$ cat src/hdl/psrc_pkg.sv
// package for the pad slew rate control bank: offsets, field layout,
// reset values. assumes a 32-bit classic wishbone register bus.

package psrc_pkg;

  // ---------------------------------------------------------------
  // register map (byte offsets)
  // ---------------------------------------------------------------
  localparam int unsigned PSRC_NUM_REGS = 10;
  localparam logic [7:0] PSRC_OFF_B1A = 8'h90;
  localparam logic [7:0] PSRC_OFF_B1B = 8'h94;
  localparam logic [7:0] PSRC_OFF_B1C = 8'h98;
  localparam logic [7:0] PSRC_OFF_B1D = 8'h9c;
  localparam logic [7:0] PSRC_OFF_B2A = 8'ha0;
  localparam logic [7:0] PSRC_OFF_B2B = 8'ha4;
  localparam logic [7:0] PSRC_OFF_B2C = 8'ha8;
  localparam logic [7:0] PSRC_OFF_B3A = 8'hb0;
  localparam logic [7:0] PSRC_OFF_B3B = 8'hb4;
  localparam logic [7:0] PSRC_OFF_B3C = 8'hb8;

  // ---------------------------------------------------------------
  // field layout and reset values
  // ---------------------------------------------------------------
  localparam int unsigned PSRC_PERM_LSB = 16;
  localparam int unsigned PSRC_PINS = 8;
  localparam logic [7:0] PSRC_SLEW_RESET = 8'h00;
  localparam logic [31:0] PSRC_UNMAPPED_DATA = 32'h0000_0000;

endpackage : psrc_pkg

$ cat src/hdl/psrc_bank.sv
// pad slew rate control bank: ten masked-write slew registers, one per
// eight-pin group, driving the pad edge-rate controls.
// assumes one 125 MHz clock, synchronous reset, classic wishbone master.
//
// How it works
// - on a write, data bit n+16 permits the update of slew bit n.
// - a slew bit whose permission bit is written zero keeps its value.
// - the permission byte is write-only, reads zero, stores nothing.
// - bits 15 to 8 are reserved, read zero and ignore writes.
// - a slew bit of zero selects slow edges and one fast, driven to the pad.
// - every slew bit is read/write and resets to zero, i.e. slow.
// - slew bit k of a register controls pin k of its group.
// - registers sit at word offsets for bank1 b-d, bank2 a-c, bank3 a-c.
// - bank1 group a sits one word below bank1 group b.

`timescale 1ns/1ps
`default_nettype none

module psrc_bank #(
  parameter int unsigned ADDR_W = 8
) (
  // clock and reset
  input wire logic clk_i,
  input wire logic rst_i,
  // wishbone slave
  input wire logic cyc_i,
  input wire logic stb_i,
  input wire logic we_i,
  input wire logic [ADDR_W-1:0] adr_i,
  input wire logic [3:0] sel_i,
  input wire logic [31:0] dat_i,
  output logic [31:0] dat_o,
  output logic ack_o,
  // pad edge-rate controls, 1 = fast
  output logic [7:0] bank1_grp_a_edge_rate_o,
  output logic [7:0] bank1_grp_b_edge_rate_o,
  output logic [7:0] bank1_grp_c_edge_rate_o,
  output logic [7:0] bank1_grp_d_edge_rate_o,
  output logic [7:0] bank2_grp_a_edge_rate_o,
  output logic [7:0] bank2_grp_b_edge_rate_o,
  output logic [7:0] bank2_grp_c_edge_rate_o,
  output logic [7:0] bank3_grp_a_edge_rate_o,
  output logic [7:0] bank3_grp_b_edge_rate_o,
  output logic [7:0] bank3_grp_c_edge_rate_o
);

  // ---------------------------------------------------------------
  // address decode
  // ---------------------------------------------------------------
  localparam int unsigned N = psrc_pkg::PSRC_NUM_REGS;
  localparam logic [7:0] OFFS [N] = '{
    psrc_pkg::PSRC_OFF_B1A, psrc_pkg::PSRC_OFF_B1B,
    psrc_pkg::PSRC_OFF_B1C, psrc_pkg::PSRC_OFF_B1D,
    psrc_pkg::PSRC_OFF_B2A, psrc_pkg::PSRC_OFF_B2B,
    psrc_pkg::PSRC_OFF_B2C, psrc_pkg::PSRC_OFF_B3A,
    psrc_pkg::PSRC_OFF_B3B, psrc_pkg::PSRC_OFF_B3C
  };

  logic [7:0] slew_q [N];
  logic [N-1:0] hit;
  logic ack_q;
  logic [31:0] dat_q;
  wire logic req = cyc_i && stb_i && !ack_q;
  wire logic [7:0] adr8 = 8'(adr_i);
  // byte lanes: lane 0 carries slew data, lane 2 the permissions
  wire logic [7:0] perm = dat_i[psrc_pkg::PSRC_PERM_LSB +: 8] &
    {8{sel_i[2]}};
  wire logic [7:0] wdat = dat_i[7:0] & {8{sel_i[0]}};

  // ---------------------------------------------------------------
  // per-register storage, one generate loop
  // ---------------------------------------------------------------
  genvar g;
  generate
    for (g = 0; g < N; g++) begin : g_reg
      // word-aligned match; bank2 group d slot is simply absent
      assign hit[g] = (adr8[7:2] == OFFS[g][7:2]);
      // masked write: only permitted bits move, others hold
      wire logic wr = req && we_i && hit[g];
      wire logic [7:0] nxt = (slew_q[g] & ~perm) | (wdat & perm);
      always_ff @(posedge clk_i) begin
        if (rst_i) begin
          slew_q[g] <= psrc_pkg::PSRC_SLEW_RESET;
        end else if (wr) begin
          slew_q[g] <= nxt;
        end
      end
    end
  endgenerate

  // ---------------------------------------------------------------
  // read mux: permissions never stored, reserved bits zero
  // ---------------------------------------------------------------
  logic [7:0] rd_slew;
  always_comb begin
    rd_slew = 8'h00;
    for (int i = 0; i < N; i++) begin
      if (hit[i]) begin
        rd_slew = slew_q[i];
      end
    end
  end
  wire logic [31:0] rd_word = {24'h000000, rd_slew};

  // ack one cycle after request; unmapped reads return zero, writes dropped
  always_ff @(posedge clk_i) begin
    if (rst_i) begin
      ack_q <= 1'b0;
      dat_q <= psrc_pkg::PSRC_UNMAPPED_DATA;
    end else begin
      ack_q <= req;
      if (req && !we_i) begin
        dat_q <= rd_word;
      end
    end
  end
  assign ack_o = ack_q;
  assign dat_o = dat_q;

  // ---------------------------------------------------------------
  // pad outputs straight from storage (bit k = pin k)
  // ---------------------------------------------------------------
  assign bank1_grp_a_edge_rate_o = slew_q[0];
  assign bank1_grp_b_edge_rate_o = slew_q[1];
  assign bank1_grp_c_edge_rate_o = slew_q[2];
  assign bank1_grp_d_edge_rate_o = slew_q[3];
  assign bank2_grp_a_edge_rate_o = slew_q[4];
  assign bank2_grp_b_edge_rate_o = slew_q[5];
  assign bank2_grp_c_edge_rate_o = slew_q[6];
  assign bank3_grp_a_edge_rate_o = slew_q[7];
  assign bank3_grp_b_edge_rate_o = slew_q[8];
  assign bank3_grp_c_edge_rate_o = slew_q[9];

endmodule : psrc_bank

`default_nettype wire

$ cat config.mk
export PLATFORM = sky130hd
export DESIGN_NAME = psrc_bank
export DESIGN_NICKNAME = d
export VERILOG_FILES = /design/src/hdl/psrc_pkg.sv /design/src/hdl/psrc_bank.sv
export SDC_FILE = /design/constraint.sdc
export NUM_CORES = 1
export LEC_CHECK = 0
export BUFFER_PORTS_ARGS = -buffer_cell sky130_fd_sc_hd__buf_2
export CORE_UTILIZATION = 35
export DETAILED_ROUTE_END_ITERATION = 10
export SETUP_SLACK_MARGIN = 0.15
export SLEW_MARGIN = 5
export SYNTH_ARGS = -nofsm -noshare
export SYNTH_HDL_FRONTEND = slang
export SYNTH_SLANG_ARGS = --single-unit
$ cat constraint.sdc
create_clock -name clk_i -period 1.8 [get_ports clk_i]
set_clock_uncertainty 0.05 [all_clocks]
set_input_delay 0.09 -clock clk_i [delete_from_list [all_inputs] [get_ports clk_i]]
set_output_delay 0.09 -clock clk_i [all_outputs]
set_load 0.01 [all_outputs]
* Word level (Yosys, flattened, before mapping)
Memory sizes are Yosys's and may differ from the RTL's.
Cells that the tools add are included.
** Operators by class
- Multipliers :: 0
- Shifts and indexed selects :: 0
- Reductions and logical operators :: 16
- Add/subtract/negate cells :: 0
- Bitwise logic cells :: 34
- Div/mod/pow operators :: 0
- Mux-type cells :: 52
- Order comparisons :: 0
- Equal/unequal tests :: 10
** Operators with widths (number)
- $mux 8 :: 20
- $and 8x8->8 :: 13
- $or 8x8->8 :: 10
- $eq 6x6->1 const B :: 10
- $mux 1 :: 32
- $logic_and 1x1->1 :: 14
- $or 1x1->1 :: 10
- $not 8->8 :: 1
- $logic_not 1->1 :: 2
** Word-level totals
- Bits in writable memories :: 80
- Word-level logic and storage cells :: 115
- Memories kept :: 1
- Output and inout port bits :: 113
- Bits in registers :: 9
- Input port bits :: 49
- Bits in read-only memories :: 0
- Latch bits :: 0
** Memory list
- slew_q :: depth 10, bits a word 8, read ports 10, clocked after memory_dff 0, wr ports 10, line psrc_bank.sv:59 : logic [7:0] slew_q [N];

* Longest topological paths before layout
Gate-level depths: netlist (run 1).
- Depth after elaboration :: 11
- Gate-level depth with buffers :: 7
- Mapped depth without buffers :: 4

* Worst setup path before layout (run 1)
Ideal clock, no wire load.
- Path type :: flip-flop to flip-flop
- Start point :: reg ack_q (netlist: ack_o)
- End point :: mem slew_q[3][0], enable pin
- Slack :: -43 ps
- Arrival time :: 1406 ps
- Path buffers :: 0
- Stages on the path, launching flop included :: 3
- Period minus slack after synthesis :: 1843 ps
- Data required time :: 1363 ps
- Library setup time :: 387 ps
- Cell sequence :: dfxtp_1 -> nand4b_1 -> o31ai_1
** RTL lines
- start, declared :: line psrc_bank.sv:61 : logic ack_q;
- start signal, assigned :: line psrc_bank.sv:111 : ack_q <= req;
- end, declared :: line psrc_bank.sv:59

==> results.md, run 1 <==
* Result of the run: finished, final reports clean
* Antenna-violating nets left at 0
* Gate power share at 0.111
* Drc violations at 0
* Sw Share at 0.248
* Vias in the first global route at 4222
* Cell types with the highest counts after synthesis: sky130_fd_sc_hd__nand2_1, sky130_fd_sc_hd__a21oi_1, sky130_fd_sc_hd__edfxtp_1
* Clock root buffer: sky130_fd_sc_hd__clkbuf_16
* Effective utilization at floorplan at 0.362
* Main combinational cell family by area after synthesis: simple AND/OR/NAND/NOR gates
* Unrepaired setup endpoints after global routing: true
* Number of distinct standard cells referenced by the synthesized netlist at 49
* Clk pin slew, worst setup/hold paths at 0.06 ns
* Global router's overall resource usage at 0.238
* Relative contribution of the clock network to total power at 0.405
* Die height at 120 microns
* Period utilisation layout at 0.923
* Simple-gate share of the synthesized area at 0.202
* Area Growth Syn to Fin at 27.0%
* Detail-routed via count per cell at 5.70
* Clock net sink count at 89
* Slowest-stage cell, CP: sky130_fd_sc_hd__a2111oi_0
* Storage element area at 0.00258 sq mm
* Maximum vdd drop at 0.409 mV
* Classification of the worst setup path: register to register
* Fraction of final layout cells with drive strength greater than 1 at 0.323
* Cell area after placement at 0.00572 sq mm
* Main area contributors after synthesis: sky130_fd_sc_hd__edfxtp_1, sky130_fd_sc_hd__a21oi_1, sky130_fd_sc_hd__nand2_1
* WL/cell at 20.8 microns
* Share of the synthesized area in the top cell type at 0.495
* Power share of the sequential group at 0.484
* Total congestion overflow after global routing at 0
* Design Area, Final at 0.00616 sq mm
* Remaining max-slew budget at the tightest pin at 0.517
* Placement Rows at 42
* Synth Area in XOR/XNOR at 0
* Top cell type by total area after synthesis: sky130_fd_sc_hd__edfxtp_1
* Clock tree from TritonCTS: done
* Diodes inserted at 0
* Die area at 0.0143 sq mm
* Cell internal pwr at 3.71 mW
* Number of endpoints failing setup at the final stage at 0
* Cts bufs inserted at 9
* Number of nets in the layout at 679
* Class of the tightest hold or removal check: input port to register
* Number of ports placed on the die boundary at 162
* Global-route wire length before repair at 25100 microns
* Compound-cell area share of the yosys netlist at 0.175
* Timing-limited maximum frequency at 602 MHz
* Cell-by-cell trace of the critical path: nor2b_1 > a2111oi_0 > o311a_1 > a211oi_1
* Delay of the slowest critical-path stage at 0.57 ns
* Cells after Synth at 483
* Reg-to-Reg Start: slew_q[7][3]$_SDFFCE_PN0P_
* Number of buffer and inverter stages on the critical path at 0
* Weighted congestion reported at the end of routability-driven placement at 0.887
* Horizontal die dimension at 120 microns
* Main flop type after synthesis: sky130_fd_sc_hd__edfxtp_1
* Hold path start: stb_i
* Flip-flop and latch count after synthesis at 89
* Final slew viol count at 0
* HPWL after detailed placement at 12000 microns
* Average cell area after synthesis at 10.0 sq um
* Capturing element type of the critical path: register
* Setup WS pre-CTS at 0.0665 ns
* Source-to-sink clock delay at the later pin of the worst-skew pair at 0.35 ns
* I/O Buffers at 117
* Startpoint type of the worst setup path: register
* Family with the most delay on the worst path: compound AO/OA/AOI/OAI gates
* Critical path arrival at 1.83 ns
* Worst hold margin at 0.158 ns
* Drt first pass iters at 5
* Power density cells at 801 mW/mm^2
* Required time of the worst setup path at 1.97 ns
* Most instantiated library cell after synthesis: sky130_fd_sc_hd__nand2_1
* Leakage power summed over all cells at 2.58 nW
* Critical-path maximum fanout at 3
* Number of antenna violations at the first check in global routing at 0
* Number of H-tree levels at 3
* Total via count in the routed design at 4621
* Sequential-to-total area share from yosys stat at 0.532
* Total area of multi-input combinational cells at 0.00210 sq mm
* Synth warnings at 0
* Launch point of the worst path: slew_q[7][3]$_SDFFCE_PN0P_
* Least-Margin Pin Slew at 0.706 ns
* Maximum number of buffers from clock root to sink at 2
* Proportion of register bits with asynchronous set or reset after synthesis at 0
* Area of the mapped netlist at 0.00485 sq mm
* Multiplexer fraction of the synthesized cell area at 0.0191
* Count of flip-flops with a built-in enable after synthesis at 80
* Final worst setup slack at 0.139 ns
* Adder-Cell Fraction of Synth Area at 0
* Shortest clock period the worst path allows after layout at 1.66 ns
* Total detailed-routing wirelength at 16900 microns
* Drt initial violations at 508
* Filler cell count at 1307
* Count of endpoints failing hold in the final timing report at 0
* Max_cap viols at 0
* Pin count of the biggest net entering global routing at 20
* Net switching component of the power at 1.23 mW
* Core footprint at 0.0134 sq mm
sequential cells by signal, indices dropped and copies added, names as in the netlist:
register	count
slew_q	80
dat_o	8
ack_o	1
final cells by class:
type,count,share of cell area
Sequential cell,89,0.419
Multi-Input combinational cell,362,0.341
Timing Repair Buffer,160,0.148
Clock buffer,10,0.0372
Tap cell,176,0.0357
Clock inverter,6,0.0134
Inverter,8,0.00487
stage by stage:
stage | util | setup TNS, ns | std cells | total power, mW
2_1_floorplan | - | -1.03 | 506 | 2.73
3_3_place_gp | 0.427 | 0 | 789 | 2.94
3_5_place_dp | 0.427 | 0 | 789 | 2.96
4_1_cts | 0.452 | 0 | 808 | 4.93
5_1_grt | 0.460 | 0 | 811 | 5.09
6_report | 0.460 | 0 | 811 | 4.94
routing by layer:
| metal | vias up | GRT usage | share of wire |
|---|---|---|---|
| met5 | - | 0 | 0 |
| met4 | 0 | 0.0781 | 0.022 |
| met3 | 30 | 0.0675 | 0.12 |
| met2 | 318 | 0.341 | 0.43 |
| met1 | 2201 | 0.343 | 0.43 |
| li1 | 2072 | - | - |
what timing repair did:
action	4_1_cts	5_1_grt
pin swaps	1	0
endpoints found under the setup margin	32	110
endpoints found under the hold margin	2	0
hold buffers	1	0
setup buffers	2	3
resized for setup	2	19
worst register-to-register path, cell delays in order, from the launching register on:
cell and delay [ns]:
sky130_fd_sc_hd__edfxtp_1 0.42, sky130_fd_sc_hd__nor2b_1 0.16, sky130_fd_sc_hd__a2111oi_0 0.57, sky130_fd_sc_hd__o311a_1 0.29, sky130_fd_sc_hd__a211oi_1 0.06
power groups by stage:
stage          logic (mW)  registers (mW)  clock network (mW)
2_1_floorplan       0.283            2.45                   0
3_3_place_gp        0.514            2.43                   0
3_5_place_dp        0.522            2.43                   0
4_1_cts             0.526            2.39                2.02
5_1_grt             0.592            2.40                2.10
6_report            0.548            2.39                2.00
path summary, 6_finish.rpt:
kind / end / depth (start not counted) / slack (ns)
hold reg to reg: dat_o[4]$_SDFFE_PP0P_ / 2 / 0.45
setup reg to reg: dat_o[3]$_SDFFE_PP0P_ / 4 / 0.14
setup / recovery: dat_o[3]$_SDFFE_PP0P_ / 4 / 0.14
hold / removal: ack_o$_SDFF_PP0_ / 4 / 0.16
layout by cell type, fill, tap and decap left out, types with 7 or more instances in the layout:
cell type                   netlist  layout
sky130_fd_sc_hd__edfxtp_1        80      80
sky130_fd_sc_hd__buf_2            8     117
sky130_fd_sc_hd__buf_4           27      41
sky130_fd_sc_hd__nand4_1          9       9
sky130_fd_sc_hd__inv_1            8       8
sky130_fd_sc_hd__o21ai_0         11      11
sky130_fd_sc_hd__clkbuf_16        0       9
sky130_fd_sc_hd__o2bb2ai_1        7       7
sky130_fd_sc_hd__nor2b_1          9       9
sky130_fd_sc_hd__a221oi_1         7       7
sky130_fd_sc_hd__dfxtp_1          9       9
sky130_fd_sc_hd__a21oi_1         82      80
sky130_fd_sc_hd__nor3_1          14      14
sky130_fd_sc_hd__nor4_1           8       8
sky130_fd_sc_hd__nand3_1         15       8
sky130_fd_sc_hd__mux2i_1          7       7
sky130_fd_sc_hd__and3_1           8       8
sky130_fd_sc_hd__nand2_1        101      98
sky130_fd_sc_hd__conb_1           1      24
sky130_fd_sc_hd__o311a_1          7       7
cells by family (layout without fill, tap and decap cells):
kind of cell           Yosys count  count (layout)
other                            1              24
DFF                             89              89
muxes                            8               8
and+or+nand+nor                194             194
buffers and inverters           55             184
AOI/OAI and AO/OA              136             136
No activity file was read; power rests on OpenSTA's default activity.
==> run 2, diff against run 1 <==
--- a/config.mk
+++ b/config.mk
@@ -8,6 +8,7 @@
 export BUFFER_PORTS_ARGS = -buffer_cell sky130_fd_sc_hd__buf_2
 export CORE_UTILIZATION = 35
 export DETAILED_ROUTE_END_ITERATION = 10
+export PLACE_DENSITY = 0.72
 export SETUP_SLACK_MARGIN = 0.15
 export SLEW_MARGIN = 5
 export SYNTH_ARGS = -nofsm -noshare
==> results.md, run 2 (synthesis gave the netlist of run 1 again) <==
* Drt initial violations at 640 (was 508)
* Met3 capacity usage during global routing at 0.0665 (was 0.0675)
* Source-to-sink clock delay at the later pin of the worst-skew pair at 0.35 ns (about the same)
* Leakage power summed over all cells at 2.61 nW (was 2.58 nW)
* Cell internal pwr at 3.85 mW (was 3.71 mW)
* Total via count in the routed design at 4695 (was 4621)
* Final cell count without fillers at 814 (was 811)
* Core footprint at 0.0134 sq mm (unchanged)
* Register bank with the most flops: slew_q (unchanged)
* Commonest cells after routing, fill and taps aside: sky130_fd_sc_hd__buf_2, sky130_fd_sc_hd__nand2_1, sky130_fd_sc_hd__edfxtp_1 (was sky130_fd_sc_hd__buf_2, sky130_fd_sc_hd__nand2_1, sky130_fd_sc_hd__a21oi_1, sky130_fd_sc_hd__edfxtp_1, sky130_fd_sc_hd__buf_4)
* Relative contribution of the clock network to total power at 0.422 (was 0.405)
* Horizontal die dimension at 120 microns (unchanged)
* Terminating pin of the worst hold path: ack_o$_SDFF_PP0_ (unchanged)
* Max_cap viols at 0 (unchanged)
* Remaining max-slew budget at the tightest pin at 0.570 (was 0.517)
* Effective utilization at floorplan at 0.362 (unchanged)
* Fraction of final layout cells with drive strength greater than 1 at 0.318 (was 0.323)
* Class of the tightest hold or removal check: input port to register (unchanged)
* Net switching component of the power at 1.24 mW (was 1.23 mW)
* Gate power share at 0.108 (was 0.111)
* FF-to-FF setup slack at 0.22 ns (was 0.14 ns)
* Met1 Track Usage GR at 0.347 (was 0.343)
* Die height at 120 microns (unchanged)
* Required time of the worst setup path at 1.99 ns (was 1.97 ns)
* Clock tree from TritonCTS: done (unchanged)
* Clk pin slew, worst setup/hold paths at 0.07 ns (was 0.06 ns)
* Critical-path maximum fanout at 3 (unchanged)
* Global-route wire length before repair at 25200 microns (was 25100 microns)
* Met2 track demand over resource at 0.345 (was 0.341)
* Result of the run: finished, final reports clean (unchanged)
* HPWL after detailed placement at 12000 microns (about the same)
* Placed instance count at 796 (was 789)
* Power density cells at 823 mW/mm^2 (was 801 mW/mm^2)
* Filler cell count at 1292 (was 1307)
* Least-Margin Pin Slew at 0.643 ns (was 0.706 ns)
* Number of endpoints failing setup at the final stage at 0 (unchanged)
* Antenna-violating nets left at 0 (unchanged)
* Final slew viol count at 0 (unchanged)
* Drc violations at 0 (unchanged)
* Total congestion overflow after global routing at 0 (unchanged)
* Number of ports placed on the die boundary at 162 (unchanged)
* Final worst setup slack at 0.215 ns (was 0.139 ns)
* WL/cell at 20.7 microns (was 20.8 microns)
* Cells on Worst Hold Path at 3 (was 4)
* Layer with the highest usage after global routing: met1 (unchanged)
* Clock net sink count at 89 (unchanged)
* Startpoint type of the worst setup path: register (unchanged)
* Power share of the sequential group at 0.469 (was 0.484)
* Total detailed-routing wirelength at 16900 microns (about the same)
* Post-route total power at 5.09 mW (was 4.94 mW)
* Classification of the worst setup path: register to register (unchanged)
* Commonest non-fill, non-tap cell in the layout: sky130_fd_sc_hd__buf_2 (unchanged)
* Pin count of the biggest net entering global routing at 20 (unchanged)
* Maximum vdd drop at 0.495 mV (was 0.409 mV)
* Number of antenna violations at the first check in global routing at 0 (unchanged)
* Capturing element type of the critical path: register (unchanged)
* Area Growth Syn to Fin at 27.6% (was 27.0%)
* Hold path start: stb_i (unchanged)
* Sum of negative setup slack at 0 ns (unchanged)
* Critical path arrival at 1.77 ns (was 1.83 ns)
* Flip-flop count of the largest register, all copies and words added at 80 (unchanged)
* Cell depth of the worst flop-to-flop path at 4 (unchanged)
* Critical register-to-register path endpoint: dat_o[4]$_SDFFE_PP0P_ (was dat_o[3]$_SDFFE_PP0P_)
* Unrepaired setup endpoints after global routing: true (unchanged)
* Cts bufs inserted at 9 (unchanged)
* Reg-to-Reg Start: slew_q[1][4]$_SDFFCE_PN0P_ (was slew_q[7][3]$_SDFFCE_PN0P_)
* Clock root buffer: sky130_fd_sc_hd__clkbuf_16 (unchanged)
* Vias in the first global route at 4288 (was 4222)
* Sw Share at 0.244 (was 0.248)
* Period utilisation layout at 0.880 (was 0.923)
* Global router's overall resource usage at 0.238 (about the same)
* Maximum number of buffers from clock root to sink at 2 (unchanged)
* Placement Rows at 42 (unchanged)
* Storage element area at 0.00258 sq mm (unchanged)
* Shortest clock period the worst path allows after layout at 1.58 ns (was 1.66 ns)
* I/O Buffers at 117 (unchanged)
* Detail-routed via count per cell at 5.77 (was 5.70)
* Weighted congestion reported at the end of routability-driven placement at 0.892 (was 0.887)
* Count of endpoints failing hold in the final timing report at 0 (unchanged)
* Number of nets in the layout at 682 (was 679)
* Total area of multi-input combinational cells at 0.00206 sq mm (was 0.00210 sq mm)
* Drt first pass iters at 5 (unchanged)
* Die area at 0.0143 sq mm (unchanged)
* Number of H-tree levels at 3 (unchanged)
* Timing-limited maximum frequency at 631 MHz (was 602 MHz)
* Diodes inserted at 0 (unchanged)
* Setup WS pre-CTS at 0.0376 ns (was 0.0665 ns)
run 2: changes by cell type in the layout (fill, tap and decap cells not counted), sizes merged:
cell    previous run  this run
bufinv             2         3
buf              159       162
clkbuf            10         9
run 2: stage by stage:
stage	hold WS [ns]	area [sq um]	util
floorplan	0.112	4940	-
detailed placement	0.265	5790	0.432
CTS	0.0486	6150	0.459
global placement	0.265	5790	0.432
finish	0.0507	6190	0.462
global route	0.120	6190	0.462
run 2: worst max-delay path by stage:
| stage | startpoint | endpoint | slack, ns | depth (start not counted) |
|---|---|---|---|---|
| floorplan | ack_o$_SDFF_PP0_ | slew_q[3][0]$_SDFFCE_PN0P_ | -0.04 | 2 |
| CTS | ack_o$_SDFF_PP0_ | slew_q[8][5]$_SDFFCE_PN0P_ | 0.15 | 5 |
| detailed placement | adr_i[6] | dat_o[6]$_SDFFE_PP0P_ | 0.04 | 6 |
| finish | slew_q[1][4]$_SDFFCE_PN0P_ | dat_o[4]$_SDFFE_PP0P_ | 0.22 | 4 |
| global placement | adr_i[2] | dat_o[6]$_SDFFE_PP0P_ | 0.07 | 7 |
| global route | ack_o$_SDFF_PP0_ | slew_q[6][1]$_SDFFCE_PN0P_ | 0.09 | 6 |
run 2: cell type report:
| cell class | instances | area share |
|---|---|---|
| Timing Repair Buffer | 163 | 0.155 |
| Tap cell | 176 | 0.0356 |
| Clock buffer | 9 | 0.0364 |
| Inverter | 8 | 0.00485 |
| Multi-Input combinational cell | 362 | 0.333 |
| Sequential cell | 89 | 0.417 |
| Clock inverter | 7 | 0.0176 |
run 2: worst max-delay path: stages (launching register included):
cell,delay (ns)
sky130_fd_sc_hd__edfxtp_1,0.47
sky130_fd_sc_hd__mux4_2,0.48
sky130_fd_sc_hd__nand2_1,0.13
sky130_fd_sc_hd__nor4b_1,0.26
sky130_fd_sc_hd__nor4_1,0.08
run 2: routing by layer:
layer | share of wire | wire, microns | vias up
li1 | - | - | 2074
met1 | 0.42 | 7080 | 2237
met2 | 0.44 | 7380 | 352
met3 | 0.13 | 2150 | 32
met4 | 0.017 | 282 | 0
met5 | 0 | 0 | -
run 2: what timing repair did:
action,4_1_cts,5_1_grt
hold buffers,1,0
setup endpoints to repair,10,73
resized for setup,2,10
endpoints found under the hold margin,2,0
pin swaps,1,0
setup buffers,1,0
run 2: power groups by stage:
| stage | logic [mW] | clock network (mW) | registers, mW |
|---|---|---|---|
| 3_5_place_dp | 0.535 | 0 | 2.43 |
| 6_report | 0.552 | 2.15 | 2.39 |
| 2_1_floorplan | 0.283 | 0 | 2.45 |
| 4_1_cts | 0.540 | 2.15 | 2.39 |
| 5_1_grt | 0.597 | 2.24 | 2.40 |
| 3_3_place_gp | 0.526 | 0 | 2.43 |
